<file path="config.mk">
export PLATFORM = sky130hd
export DESIGN_NAME = aux_function_bcd_handshake
export DESIGN_NICKNAME = d
export VERILOG_FILES = /design/src/shared/aux_pkg.sv /design/src/aux_function_bcd_handshake.sv
export VERILOG_INCLUDE_DIRS = /design/src /design/src/shared
export SDC_FILE = /design/constraint.sdc
export NUM_CORES = 1
export LEC_CHECK = 0
export BUFFER_PORTS_ARGS = -buffer_cell sky130_fd_sc_hd__buf_2
export CORE_UTILIZATION = 35
export CTS_CLUSTER_DIAMETER = 120
export DETAILED_ROUTE_END_ITERATION = 6
export SYNTH_ARGS = -nofsm -noshare
export SYNTH_HDL_FRONTEND = slang
export SYNTH_SLANG_ARGS = --single-unit
</file>
<file path="constraint.sdc">
create_clock -name clk -period 47.7 [get_ports clk]
set_clock_uncertainty 0.2 [all_clocks]
set_input_delay 9.54 -clock clk [delete_from_list [all_inputs] [get_ports clk]]
set_output_delay 9.54 -clock clk [all_outputs]
set_load 0.005 [all_outputs]
</file>
<file path="src/shared/aux_cfg.svh">
`ifndef AUX_CFG_SVH
`define AUX_CFG_SVH
`define CLK_FREQ_HZ 100000000
`define T_SETUP_MS 50
`define T_STROBE_MS 100
`define T_TAIL_MS 50
`define T_EXT_BCD_MS 150
`define T_STAGE_GAP_MS 100
`define M_SLOT_COUNT 7
`define REG_CTRL 8'h00
`define REG_M_PUSH 8'h04
`define REG_S_SPEED 8'h08
`define REG_T_TOOL 8'h0c
`define REG_START 8'h10
`define REG_STATUS 8'h14
`define CTRL_EXT_BIT 0
`define CTRL_FMT_A_BIT 1
`define CTRL_FMT_B_BIT 2
`define M_IN_TABLE_BIT 8
`define M_EXT_BIT 9
`define PEND_BIT 16
`define START_GO_BIT 0
`define STAT_BUSY_BIT 0
`define STAT_DONE_BIT 1
`define STAT_COMPL_BIT 2
`define SPEED_MAX 14'h270f
`endif

</file>
<file path="src/shared/aux_pkg.sv">
`default_nettype none
package aux_pkg;
   typedef enum logic [1:0] {FN_M = 2'h0, FN_S = 2'h1, FN_T = 2'h2} fn_kind_t;
   typedef enum logic [7:0] {
      ST_IDLE = 8'h01,
      ST_PICK = 8'h02,
      ST_SETUP = 8'h04,
      ST_STROBE = 8'h08,
      ST_HOLD = 8'h10,
      ST_TAIL = 8'h20,
      ST_DONE = 8'h40,
      ST_GAP = 8'h80
   } seq_state_t;
   typedef struct packed {
      fn_kind_t kind;
      logic ext;
      logic [7:0] code;
   } xfer_t;
   typedef struct packed {
      logic ext;
      logic in_table;
      logic [7:0] code;
   } m_entry_t;
endpackage
`default_nettype wire

</file>
<file path="src/aux_function_bcd_handshake.sv">
// Our own choices: the APB slave port and the placing of the registers.
`timescale 1ns/100ps
`default_nettype none
`include "aux_cfg.svh"
module aux_function_bcd_handshake
   import aux_pkg::*;
#(
   parameter int CLK_PER_MS = `CLK_FREQ_HZ / 1000,
   parameter int M_SLOTS = `M_SLOT_COUNT
) (
   // Clock, reset and clock enable
   input wire logic clk,
   input wire logic rst,
   input wire logic ce,
   // APB slave
   input wire logic psel,
   input wire logic penable,
   input wire logic pwrite,
   input wire logic [7:0] paddr,
   input wire logic [31:0] pwdata,
   output logic [31:0] prdata,
   output logic pready,
   output logic pslverr,
   // Cabinet link
   input wire logic completion_in,
   output logic [7:0] bcd_out,
   output logic m_strobe,
   output logic s_strobe,
   output logic t_strobe
);

   // ------------------------------------------------------------
   // Constants
   // ------------------------------------------------------------
   localparam int PW = $clog2(CLK_PER_MS + 1);
   localparam int CW = $clog2(M_SLOTS + 1);
   localparam logic [7:0] SETUP_MS = 8'(`T_SETUP_MS);
   localparam logic [7:0] STROBE_MS = 8'(`T_STROBE_MS);
   localparam logic [7:0] SHORT_END_MS = 8'(`T_STROBE_MS + `T_TAIL_MS);
   localparam logic [7:0] EXT_END_MS = 8'(`T_EXT_BCD_MS);
   localparam logic [7:0] GAP_MS = 8'(`T_STAGE_GAP_MS);

   // Lower bounds of the 2-digit speed ranges for codes 40 to 59.
   localparam logic [13:0] LO_TAB [20] = '{
      14'h000a, 14'h000c, 14'h000d, 14'h000e, 14'h0010,
      14'h0012, 14'h0014, 14'h0017, 14'h0019, 14'h001c,
      14'h0020, 14'h0024, 14'h0028, 14'h002d, 14'h0032,
      14'h0038, 14'h003f, 14'h0047, 14'h0050, 14'h005a};
   // Codes 60 to 79; codes 80 to 99 use the same bounds times ten.
   localparam logic [13:0] HI_TAB [20] = '{
      14'h0064, 14'h0070, 14'h007d, 14'h008c, 14'h00a0,
      14'h00b4, 14'h00c8, 14'h00e0, 14'h00fa, 14'h0118,
      14'h013b, 14'h0163, 14'h0190, 14'h01c2, 14'h01f4,
      14'h0230, 14'h0276, 14'h02c6, 14'h0320, 14'h0384};
   // Codes for single-digit speeds, already in BCD.
   localparam logic [7:0] SMALL_TAB [10] = '{
      8'h00, 8'h20, 8'h26, 8'h29, 8'h32, 8'h34, 8'h35, 8'h36, 8'h38, 8'h39};

   function automatic logic [7:0] speed_to_two_digit(input logic [13:0] s);
      logic [6:0] n;
      n = 7'h27;
      for (int i = 0; i < 20; i++) begin
         if (s >= LO_TAB[i]) n = n + 7'h01;
         if (s >= HI_TAB[i]) n = n + 7'h01;
         if (s >= 14'(HI_TAB[i] * 14'h000a)) n = n + 7'h01;
      end
      if (s < 14'h000a) begin
         speed_to_two_digit = SMALL_TAB[s[3:0]];
      end else begin
         speed_to_two_digit = {4'(n / 7'h0a), 4'(n % 7'h0a)};
      end
   endfunction

   // ------------------------------------------------------------
   // Declarations
   // ------------------------------------------------------------
   logic [PW-1:0] pre_q;
   logic [7:0] ms_q, t_code_q, bcd_q, tail_lim;
   seq_state_t st_q, st_d;
   xfer_t cur_q, cur_d;
   logic stage_q, stage_d;
   logic take_m, take_s, take_t, blk_end;
   logic [2:0] ctrl_q;
   m_entry_t m_q [M_SLOTS];
   logic [CW-1:0] m_cnt_q, m_idx_q;
   logic [13:0] s_speed_q, s_clamp;
   logic s_pend_q, t_pend_q, done_q, pready_q, pslverr_q;
   logic [31:0] prdata_q, rd_d;
   logic m_strobe_q, s_strobe_q, t_strobe_q;
   logic acc, wr_fire, idle, go, push, tmr_clr, map_d;
   logic fmt_two, fmt_four, drive_d, strobe_d;
   logic [3:0] dig3, dig2, dig1, dig0;

   assign idle = (st_q == ST_IDLE);
   assign acc = psel & penable & ~pready_q;
   assign wr_fire = psel & penable & pready_q & pwrite;
   assign go = wr_fire & (paddr == `REG_START) & pwdata[`START_GO_BIT] & idle;
   assign push = wr_fire & (paddr == `REG_M_PUSH) & idle & (m_cnt_q < CW'(M_SLOTS));
   assign fmt_two = ctrl_q[`CTRL_FMT_A_BIT] & ~ctrl_q[`CTRL_FMT_B_BIT];
   assign fmt_four = ~ctrl_q[`CTRL_FMT_A_BIT] & ctrl_q[`CTRL_FMT_B_BIT];
   assign s_clamp = (s_speed_q > `SPEED_MAX) ? `SPEED_MAX : s_speed_q;
   assign dig3 = 4'(s_clamp / 14'h03e8);
   assign dig2 = 4'((s_clamp / 14'h0064) % 14'h000a);
   assign dig1 = 4'((s_clamp / 14'h000a) % 14'h000a);
   assign dig0 = 4'(s_clamp % 14'h000a);
   assign tail_lim = cur_q.ext ? EXT_END_MS : SHORT_END_MS;

   // ------------------------------------------------------------
   // Millisecond timer
   // ------------------------------------------------------------
   // The prescaler restarts one count ahead, because a state is left one edge after
   // its limit is seen: an N ms limit then ends exactly N * CLK_PER_MS cycles on.
   assign tmr_clr = (st_d != st_q) && (st_d != ST_TAIL);

   always_ff @(posedge clk or posedge rst) begin
      if (rst) begin
         pre_q <= '0;
         ms_q <= 8'h00;
      end else if (ce) begin
         if (tmr_clr) begin
            pre_q <= PW'(1);
            ms_q <= 8'h00;
         end else if (pre_q == PW'(CLK_PER_MS - 1)) begin
            pre_q <= '0;
            if (ms_q != 8'hff) ms_q <= ms_q + 8'h01;
         end else begin
            pre_q <= pre_q + PW'(1);
         end
      end
   end

   // ------------------------------------------------------------
   // Transfer sequencer
   // ------------------------------------------------------------
   always_comb begin
      st_d = st_q;
      cur_d = cur_q;
      stage_d = stage_q;
      take_m = 1'b0;
      take_s = 1'b0;
      take_t = 1'b0;
      blk_end = 1'b0;
      unique case (st_q)
         ST_IDLE: begin
            if (go) st_d = ST_PICK;
         end
         ST_PICK: begin
            stage_d = 1'b0;
            if (m_idx_q < m_cnt_q) begin
               take_m = 1'b1;
               cur_d.kind = FN_M;
               cur_d.code = m_q[m_idx_q].code;
               cur_d.ext = ctrl_q[`CTRL_EXT_BIT] |
                  (m_q[m_idx_q].in_table & m_q[m_idx_q].ext);
               st_d = ST_SETUP;
            end else if (s_pend_q) begin
               take_s = 1'b1;
               // Analog format sends nothing on the code lines.
               if (fmt_two || fmt_four) begin
                  cur_d.kind = FN_S;
                  cur_d.ext = ctrl_q[`CTRL_EXT_BIT];
                  cur_d.code = fmt_two ? speed_to_two_digit(s_clamp)
                     : {dig3, dig2};
                  st_d = ST_SETUP;
               end
            end else if (t_pend_q) begin
               take_t = 1'b1;
               cur_d.kind = FN_T;
               cur_d.ext = ctrl_q[`CTRL_EXT_BIT];
               cur_d.code = t_code_q;
               st_d = ST_SETUP;
            end else begin
               blk_end = 1'b1;
               st_d = ST_IDLE;
            end
         end
         ST_SETUP: begin
            if (ms_q >= SETUP_MS) st_d = ST_STROBE;
         end
         ST_STROBE: begin
            if (cur_q.ext) begin
               if (!completion_in) st_d = ST_HOLD;
            end else if (ms_q >= STROBE_MS) begin
               st_d = ST_TAIL;
            end
         end
         ST_HOLD: begin
            if (ms_q >= STROBE_MS) st_d = ST_TAIL;
         end
         ST_TAIL: begin
            if (ms_q >= tail_lim) st_d = ST_DONE;
         end
         ST_DONE: begin
            // A completion input that never dropped passes at once.
            if (completion_in) begin
               if (cur_q.kind == FN_S && fmt_four && !stage_q) begin
                  st_d = ST_GAP;
               end else begin
                  st_d = ST_PICK;
               end
            end
         end
         ST_GAP: begin
            if (ms_q >= GAP_MS) begin
               stage_d = 1'b1;
               cur_d.code = {dig1, dig0};
               st_d = ST_SETUP;
            end
         end
         default: begin
            st_d = ST_IDLE;
         end
      endcase
   end

   always_ff @(posedge clk or posedge rst) begin
      if (rst) begin
         st_q <= ST_IDLE;
         cur_q <= '0;
         stage_q <= 1'b0;
      end else if (ce) begin
         st_q <= st_d;
         cur_q <= cur_d;
         stage_q <= stage_d;
      end
   end

   // ------------------------------------------------------------
   // Cabinet outputs
   // ------------------------------------------------------------
   assign drive_d = strobe_d || (st_d == ST_SETUP) || (st_d == ST_TAIL);
   assign strobe_d = (st_d == ST_STROBE) || (st_d == ST_HOLD);

   always_ff @(posedge clk or posedge rst) begin
      if (rst) begin
         bcd_q <= 8'h00;
         m_strobe_q <= 1'b0;
         s_strobe_q <= 1'b0;
         t_strobe_q <= 1'b0;
      end else if (ce) begin
         bcd_q <= drive_d ? cur_d.code : 8'h00;
         m_strobe_q <= strobe_d && (cur_d.kind == FN_M);
         s_strobe_q <= strobe_d && (cur_d.kind == FN_S);
         t_strobe_q <= strobe_d && (cur_d.kind == FN_T);
      end
   end

   // ------------------------------------------------------------
   // Block contents
   // ------------------------------------------------------------
   // Loading is refused while a block runs, so the sequencer never
   // sees its queue change under it.
   for (genvar i = 0; i < M_SLOTS; i++) begin : g_slot
      always_ff @(posedge clk or posedge rst) begin
         if (rst) begin
            m_q[i] <= '0;
         end else if (ce && push && m_cnt_q == CW'(i)) begin
            m_q[i] <= m_entry_t'(pwdata[`M_EXT_BIT:0]);
         end
      end
   end

   always_ff @(posedge clk or posedge rst) begin
      if (rst) begin
         m_cnt_q <= '0;
         m_idx_q <= '0;
         s_speed_q <= 14'h0000;
         s_pend_q <= 1'b0;
         t_code_q <= 8'h00;
         t_pend_q <= 1'b0;
      end else if (ce) begin
         if (blk_end) begin
            m_cnt_q <= '0;
            m_idx_q <= '0;
         end else begin
            if (take_m) m_idx_q <= m_idx_q + CW'(1);
            if (push) m_cnt_q <= m_cnt_q + CW'(1);
         end
         if (take_s) begin
            s_pend_q <= 1'b0;
         end else if (wr_fire && idle && paddr == `REG_S_SPEED) begin
            s_speed_q <= pwdata[13:0];
            s_pend_q <= pwdata[`PEND_BIT];
         end
         if (take_t) begin
            t_pend_q <= 1'b0;
         end else if (wr_fire && idle && paddr == `REG_T_TOOL) begin
            t_code_q <= pwdata[7:0];
            t_pend_q <= pwdata[`PEND_BIT];
         end
      end
   end

   // ------------------------------------------------------------
   // Control and status
   // ------------------------------------------------------------
   always_ff @(posedge clk or posedge rst) begin
      if (rst) begin
         ctrl_q <= 3'h0;
      end else if (ce && wr_fire && idle && paddr == `REG_CTRL) begin
         ctrl_q <= pwdata[2:0];
      end
   end

   // The end of a block sets the flag even in the cycle it is cleared.
   always_ff @(posedge clk or posedge rst) begin
      if (rst) begin
         done_q <= 1'b0;
      end else if (ce) begin
         if (blk_end) begin
            done_q <= 1'b1;
         end else if (wr_fire && paddr == `REG_STATUS && pwdata[`STAT_DONE_BIT]) begin
            done_q <= 1'b0;
         end
      end
   end

   // ------------------------------------------------------------
   // APB slave
   // ------------------------------------------------------------
   always_comb begin
      rd_d = 32'h0000_0000;
      map_d = 1'b1;
      case (paddr)
         `REG_CTRL: rd_d[2:0] = ctrl_q;
         `REG_M_PUSH: rd_d[CW-1:0] = m_cnt_q;
         `REG_S_SPEED: begin
            rd_d[13:0] = s_speed_q;
            rd_d[`PEND_BIT] = s_pend_q;
         end
         `REG_T_TOOL: begin
            rd_d[7:0] = t_code_q;
            rd_d[`PEND_BIT] = t_pend_q;
         end
         `REG_START: rd_d = 32'h0000_0000;
         `REG_STATUS: begin
            rd_d[`STAT_BUSY_BIT] = ~idle;
            rd_d[`STAT_DONE_BIT] = done_q;
            rd_d[`STAT_COMPL_BIT] = completion_in;
            rd_d[15:8] = st_q;
            rd_d[16+CW-1:16] = m_idx_q;
         end
         default: map_d = 1'b0;
      endcase
   end

   // One wait state: the answer is registered in the first access cycle.
   always_ff @(posedge clk or posedge rst) begin
      if (rst) begin
         pready_q <= 1'b0;
         pslverr_q <= 1'b0;
         prdata_q <= 32'h0000_0000;
      end else if (ce) begin
         pready_q <= acc;
         pslverr_q <= acc & ~map_d;
         if (acc) prdata_q <= pwrite ? 32'h0000_0000 : rd_d;
      end
   end

   assign prdata = prdata_q;
   assign pready = pready_q;
   assign pslverr = pslverr_q;
   assign bcd_out = bcd_q;
   assign m_strobe = m_strobe_q;
   assign s_strobe = s_strobe_q;
   assign t_strobe = t_strobe_q;

endmodule
`default_nettype wire

</file>
==> summary.txt, run 1 <==
Critical path
  – Flop-to-flop setup slack: 4.19 ns
  – Critical-path top delay cell: o21ai_1
  – Critical Path Most Common Cell: ha_1
  – Arrival @ worst endpoint: 43.65 ns
  – Worst setup path end: bcd_out[4]
  – Crit-path max cell delay: 0.84 ns
  – RR Startpoint: s_speed_q[9]
  – Worst setup path start: s_speed_q[9]
  – Reg2Reg Capture Point: bcd_out[4]
  – CP Capture Type: flop
  – Setup crit start kind: flop
  – R2R depth: 204
  – WS Path Type: reg -> reg
  – Critical Path RT: 47.83 ns
  – CP Max Fanout: 34

Synthesis
  – Seq/Total Area, Yosys: 19.7%
  – Top-area cell type share of the netlist area: 19.6%
  – FFs w/ async S/R, synth: 100%
  – Cell Area, Synth: 23,000 um2
  – Ys flop type: dfrtp_1
  – Syn Inst Count: 2,903
  – Syn avg cell area: 7.91 um2
  – Most area-consuming cells after synthesis: dfrtp_1 20%, xnor2_1 8.3%, nand2_1 5.4%, mux2_2 5.1%, ha_1 4.6%
  – Yosys reg bits: 181
  – Ys Warns: 0
  – Post-synth cell types: 114
  – Number of synthesized flops with an enable pin: 0
  – Area leader, netlist: dfrtp_1

Global route
  – Global route overflow: 0
  – Pin count of the biggest net entering global routing: 124
  – First-pass GRT wire length: 110,000 um
  – Vias in the first global route: 20,176
  – Initial antenna violation count: 1
  – Tot GR Track Use: 20.1%

Timing
  – RSZ-0062 raised after global routing: no
  – Final setup fails: 0
  – Slew @ Worst Pin: 1.14 ns
  – Relative slew slack: 23.1%
  – FMAX: 23.0 MHz
  – Pins Over Slew Limit: 0
  – Final setup TNS: 0 ns
  – Min Tclk post-route: 43.51 ns
  – Hold Fails Final Rpt: 0
  – Fin crit share: 91.2%

Pwr
  – Psw: 94.4 uW
  – Max VDD drop: 0.0000229 V
  – Static Leak: 10.4 nW
  – Clock network fraction of total power: 44.8%
  – Cell internal pwr: 244 uW
  – Power Density: 13.7 nW/um2
  – Sw Ratio: 27.9%
  – Logic pwr share: 7.5%
  – Register share of total power: 47.7%

CTS
  – # Post-CTS Setup Buffers: 0
  – Clk_lat worst skew: 0.45 ns
  – PostCTS Resize Cnt: 0
  – CTS Buf Count: 17
  – Clock sinks: 181
  – CTS tree: built
  – Clock Tree Buf Depth: 2
  – Worst-path clk slew: 0.08 ns
  – Hold buffer count at CTS: 0
  – Max H-tree Level: 4
  – Root buffer cell: clkbuf_16

Placement
  – DPL Wire Length: 52,100 um
  – RePlAce Congestion: 0.963
  – Buffers on Ports: 61

Floorplanning
  – Die Width: 258 um
  – Initial Util: 35.5%
  – Ports: 92
  – Die height: 258 um
  – Row count: 93
  – Core Region: 64,600 um2
  – Die ar.: 66,600 um2

Job
  – Total of max-cap violations: 0

Routing
  – Via-per-instance ratio: 5.72
  – Via count: 21,558
  – Final wirelength: 68,100 um
  – First drt pass iteration count: 5
  – Residual DRC: 0
  – First-iteration detailed-routing DRC count: 1,766
  – Antenna-violating nets left: 0
  – Post-detailed-route wirelength per cell: 18.1 um

Run status
  – Status: finished clean

Final layout
  – Antenna cell count: 0
  – Layout cell share with drive strength beyond 1: 11.7%
  – Nets: 3,036
  – Layout Utilization: 38.3%
  – Syn-to-layout area delta: 7.82%

Min path
  – Tightest Hold Check Type: reg -> reg
==> cells in the final DEF (no fill, tap or decap), types with 23 or more instances in the layout <==
| master | count |
|---|---|
| a21oi_1 | 155 |
| a31oi_1 | 43 |
| and2_1 | 36 |
| and3_1 | 32 |
| buf_2 | 61 |
| buf_4 | 35 |
| dfrtp_1 | 180 |
| ha_1 | 85 |
| inv_1 | 104 |
| mux2_2 | 103 |
| mux2i_1 | 71 |
| nand2_1 | 330 |
| nand2b_1 | 43 |
| nand3_1 | 87 |
| nand4_1 | 23 |
| nor2_1 | 268 |
| nor2b_1 | 30 |
| nor3_1 | 68 |
| o21a_1 | 24 |
| o21ai_0 | 197 |
| o22ai_1 | 25 |
| o31ai_1 | 26 |
| or2_2 | 30 |
| or3_1 | 28 |
| xnor2_1 | 218 |
| xnor3_1 | 27 |
| xor2_1 | 109 |
==> critical path, delay by kind of cell (launching register included) <==
kind                       cells  cell delay [ns]
muxes                         10             2.49
AOI/OAI and AO/OA             63            12.04
adders and majority gates     59            18.41
buffers and inverters         16             1.51
and+or+nand+nor               55             7.69
DFF                            1             0.33
xor gates and xnor gates       1             0.62
==> sequential cells by signal, summed over array words and instances (netlist names), 8 cells and up <==
name / flops
m_q: 70
prdata: 19
pre_q: 17
s_speed_q: 14
cur_q: 11
bcd_out: 8
ms_q: 8
st_q: 8
t_code_q: 8
==> routing by layer <==
metal / global-route usage (%) / wire length [um] / up-vias
met5: 0 / 0 / -
met4: 4.50 / 1320 / 0
met3: 2.63 / 4120 / 105
met2: 32.7 / 31000 / 677
met1: 28.1 / 31700 / 10260
li1: - / - / 10516
==> worst min path at each step <==
| stage | startpoint | to | slack (ns) | cells past startpoint |
|---|---|---|---|---|
| finish | prdata[0] | prdata[0] | 0.28 | 2 |
| global route | done_q | done_q | 0.31 | 1 |
| CTS | prdata[0] | prdata[0] | 0.28 | 2 |
| detailed placement | prdata[0] | prdata[0] | 0.26 | 2 |
| global placement | prdata[0] | prdata[0] | 0.26 | 2 |
| floorplan | done_q | done_q | 0.25 | 1 |
==> Yosys cell counts, types with 10 or more instances <==
cell type	n
nand3b_1	12
clkbuf_1	86
and2_1	36
mux2_2	103
a31oi_1	43
inv_1	105
nor3b_1	13
xnor2_2	13
mux2i_1	71
maj3_1	12
o221ai_1	10
nand3_1	87
buf_2	16
a22oi_1	14
a21o_1	18
o22ai_1	25
nand2b_1	43
o2bb2ai_1	11
nand2_1	330
o31ai_1	26
nor2_1	269
o31a_1	10
nor4_1	22
a211o_1	10
nor3_1	69
xnor2_1	218
or2_2	30
o21a_1	24
xor2_1	109
nand4_1	23
or3_1	28
nor2b_1	30
ha_1	85
o21ai_1	22
xnor3_1	27
a22o_1	18
a21oi_1	155
a21boi_0	10
o21ai_0	197
a211oi_1	18
o211ai_1	21
buf_4	14
or4_1	13
dfrtp_1	180
and3_1	32
==> cells by family (layout without fill, tap and decap cells) <==
kind of cell / after synthesis / after routing / share of synthesized area, %
simple gates: 1078 / 1078 / 22.8
other cells: 1 / 13 / 0.0163
buf+inv: 233 / 234 / 4.16
fa+ha+maj: 98 / 98 / 5.24
xor+xnor: 385 / 385 / 17.8
flops: 181 / 181 / 19.7
compound gates: 743 / 743 / 21.1
mux: 184 / 184 / 9.09
==> layout make-up <==
class	count	area (um2)
Clock buffer	17	425
Sequential cell	181	4530
Tap cell	855	1070
Multi-Input combinational cell	2501	17500
Clock inverter	15	223
Inverter	106	405
Fill cell	6773	39800
Timing Repair Buffer	96	568
==> per-stage QoR <==
step / total power [mW] / hold slack [ns] / cell area, um2 / std cells / setup slack [ns]
floorplan: 0.181 / 0.251 / 23000 / 2915 / 9.60
global placement: 0.189 / 0.258 / 24100 / 3739 / 4.89
detailed placement: 0.189 / 0.260 / 24100 / 3739 / 4.53
CTS: 0.340 / 0.279 / 24800 / 3771 / 4.43
global route: 0.350 / 0.307 / 24800 / 3771 / 0.503
finish: 0.338 / 0.277 / 24800 / 3771 / 4.19
==> power groups by stage <==
stage / registers, mW / logic [mW] / clock network (mW)
after floorplan: 0.162 / 0.0182 / 0
final: 0.161 / 0.0253 / 0.151
after CTS: 0.161 / 0.0254 / 0.153
after global placement: 0.164 / 0.0252 / 0
after global routing: 0.162 / 0.0285 / 0.159
after detailed placement: 0.164 / 0.0253 / 0
No activity file was read; power rests on OpenSTA's default activity.
==> inputs of run 2 (changes only) <==
Settings changed: CORE_UTILIZATION 35 to 59, PLACE_DENSITY set to 0.77.
==> summary.txt, run 2 (synthesis results as in run 1) <==
Routing
  – Metal3 WL: 4760 um
  – Post-detailed-route wirelength per cell: 19.7 um
  – Via count: 22,364
  – Residual DRC: 0
  – M1 wire length: 27,400 um
  – Top layer in use: met4
  – First-iteration detailed-routing DRC count: 1,761
  – DR WL met2: 32,300 um
  – Antenna-violating nets left: 0
  – First drt pass iteration count: 6
  – Final wirelength: 67,500 um
  – Via-per-instance ratio: 6.53

Final layout
  – Reg area: 4530 um2
  – Area of the multi-input gates: 17,500 um2
  – Nets: 3,033
  – Layout cell share with drive strength beyond 1: 11.4%
  – Leading cell type in the layout, fill and taps excluded: nand2_1
  – Max reg flops: 70
  – Most flop-heavy register: m_q
  – # fillers: 3,361
  – Antenna cell count: 0
  – Layout Utilization: 63.9%
  – Leading cell types in the layout, fill and taps excluded: 330 x nand2_1, 268 x nor2_1, 218 x xnor2_1
  – Syn-to-layout area delta: 5.53%

Pwr
  – Max VDD drop: 0.0000398 V
  – Static Leak: 10.4 nW
  – Power Density: 13.5 nW/um2

Critical path
  – WS Path Type: reg -> reg
  – CP Max Fanout: 19
  – Reg2Reg Capture Point: cur_q[4]
  – Critical-path top delay cell: o21ai_1
  – Critical Path Most Common Cell: ha_1
  – Flop-to-flop setup slack: 3.40 ns
  – RR Startpoint: s_speed_q[9]
  – Crit-path max cell delay: 0.83 ns
  – Setup crit start kind: flop
  – CP Capture Type: flop
  – Critical Path RT: 47.82 ns
  – R2R depth: 204
  – Arrival @ worst endpoint: 44.41 ns

Global route
  – Vias in the first global route: 21,432
  – Tot GR Track Use: 34.3%
  – Initial antenna violation count: 0
  – Global route overflow: 0
  – Pin count of the biggest net entering global routing: 96
  – First-pass GRT wire length: 110,000 um

Floorplanning
  – Die Width: 199 um
  – Die height: 199 um
  – Core Region: 37,900 um2
  – Die ar.: 39,700 um2
  – Initial Util: 60.5%
  – Row count: 71
  – Ports: 92

Timing
  – Hold Fails Final Rpt: 0
  – Relative slew slack: 25.3%
  – Final setup TNS: 0 ns
  – Slew @ Worst Pin: 1.11 ns
  – Fin crit share: 92.9%
  – Pins Over Slew Limit: 0
  – RSZ-0062 raised after global routing: no
  – Min Tclk post-route: 44.30 ns
  – FMAX: 22.6 MHz
  – Final setup fails: 0

CTS
  – CTS Buf Count: 17
  – # Post-CTS Setup Buffers: 0
  – Clock Tree Buf Depth: 2
  – Hold buffer count at CTS: 0
  – Worst-path clk slew: 0.07 ns
  – CTS tree: built
  – Max H-tree Level: 4
  – PostCTS Resize Cnt: 0
  – Root buffer cell: clkbuf_16
  – Clk_lat worst skew: 0.43 ns
  – Clock sinks: 181

Placement
  – RePlAce Congestion: 1.00
  – DPL Wire Length: 51,600 um
  – Buffers on Ports: 61

Run status
  – Status: finished clean

Min path
  – Hold_sp: m_strobe
  – Hold EP: m_strobe
  – Worst hold stages: 1
  – Tightest Hold Check Type: reg -> reg

Job
  – Total of max-cap violations: 0
==> run 2: changes by cell type in the layout (fill, tap and decap cells not counted), sizes merged <==
cell | before | now
clkinvlp | 0 | 1
buf | 96 | 93
inv | 113 | 106
clkbuf | 17 | 28
bufinv | 1 | 2
clkinv | 7 | 1
==> run 2: routing by layer <==
metal | track usage [%] | vias up
li1 | - | 10481
met1 | 42.9 | 10670
met2 | 58.9 | 983
met3 | 3.95 | 230
met4 | 16.3 | 0
met5 | 0 | -
==> run 2: how the worst max path moves through the flow <==
stage                 end         start
2_1_floorplan  bcd_out[4]  s_speed_q[6]
3_3_place_gp   bcd_out[4]  s_speed_q[9]
3_5_place_dp   bcd_out[4]  s_speed_q[9]
4_1_cts          cur_q[4]  s_speed_q[9]
5_1_grt        bcd_out[4]  s_speed_q[9]
6_report         cur_q[4]  s_speed_q[9]
==> run 2: area by class of cell <==
cell class                      instances  share of cell area, %
Sequential cell                       181                   18.7
Tap cell                              511                   2.64
Timing Repair Buffer                   93                   2.25
Inverter                              106                   1.66
Multi-Input combinational cell       2501                   72.4
Clock buffer                           28                   2.09
Clock inverter                          4                  0.300
==> run 2: stage by stage <==
stage	std cells	hold WS [ns]	cell area, um2	setup slack [ns]	total power [mW]
global placement	3392	0.260	23600	5.17	0.188
detailed placement	3392	0.274	23600	4.08	0.189
floorplan	2915	0.251	23000	9.60	0.181
global route	3424	0.308	24200	0.123	0.337
finish	3424	0.295	24200	3.40	0.326
CTS	3424	0.293	24200	3.89	0.327
==> run 2: where the power goes <==
part | switching, mW | internal, mW | leakage [nW]
sequential | 0.00399 | 0.157 | 2.45
clock | 0.0568 | 0.0829 | 0.279
combinational | 0.0166 | 0.00886 | 7.64
==> run 2: worst max-delay path, delay by kind of cell, from the launching register on <==
kind                       cells  cell delay [ns]
adders and majority gates     59            18.53
AOI/OAI and AO/OA             63            12.28
and+or+nand+nor               55             7.71
muxes                         10             2.46
buffers and inverters         16             1.55
DFF                            1             0.77
xor gates and xnor gates       1             0.61
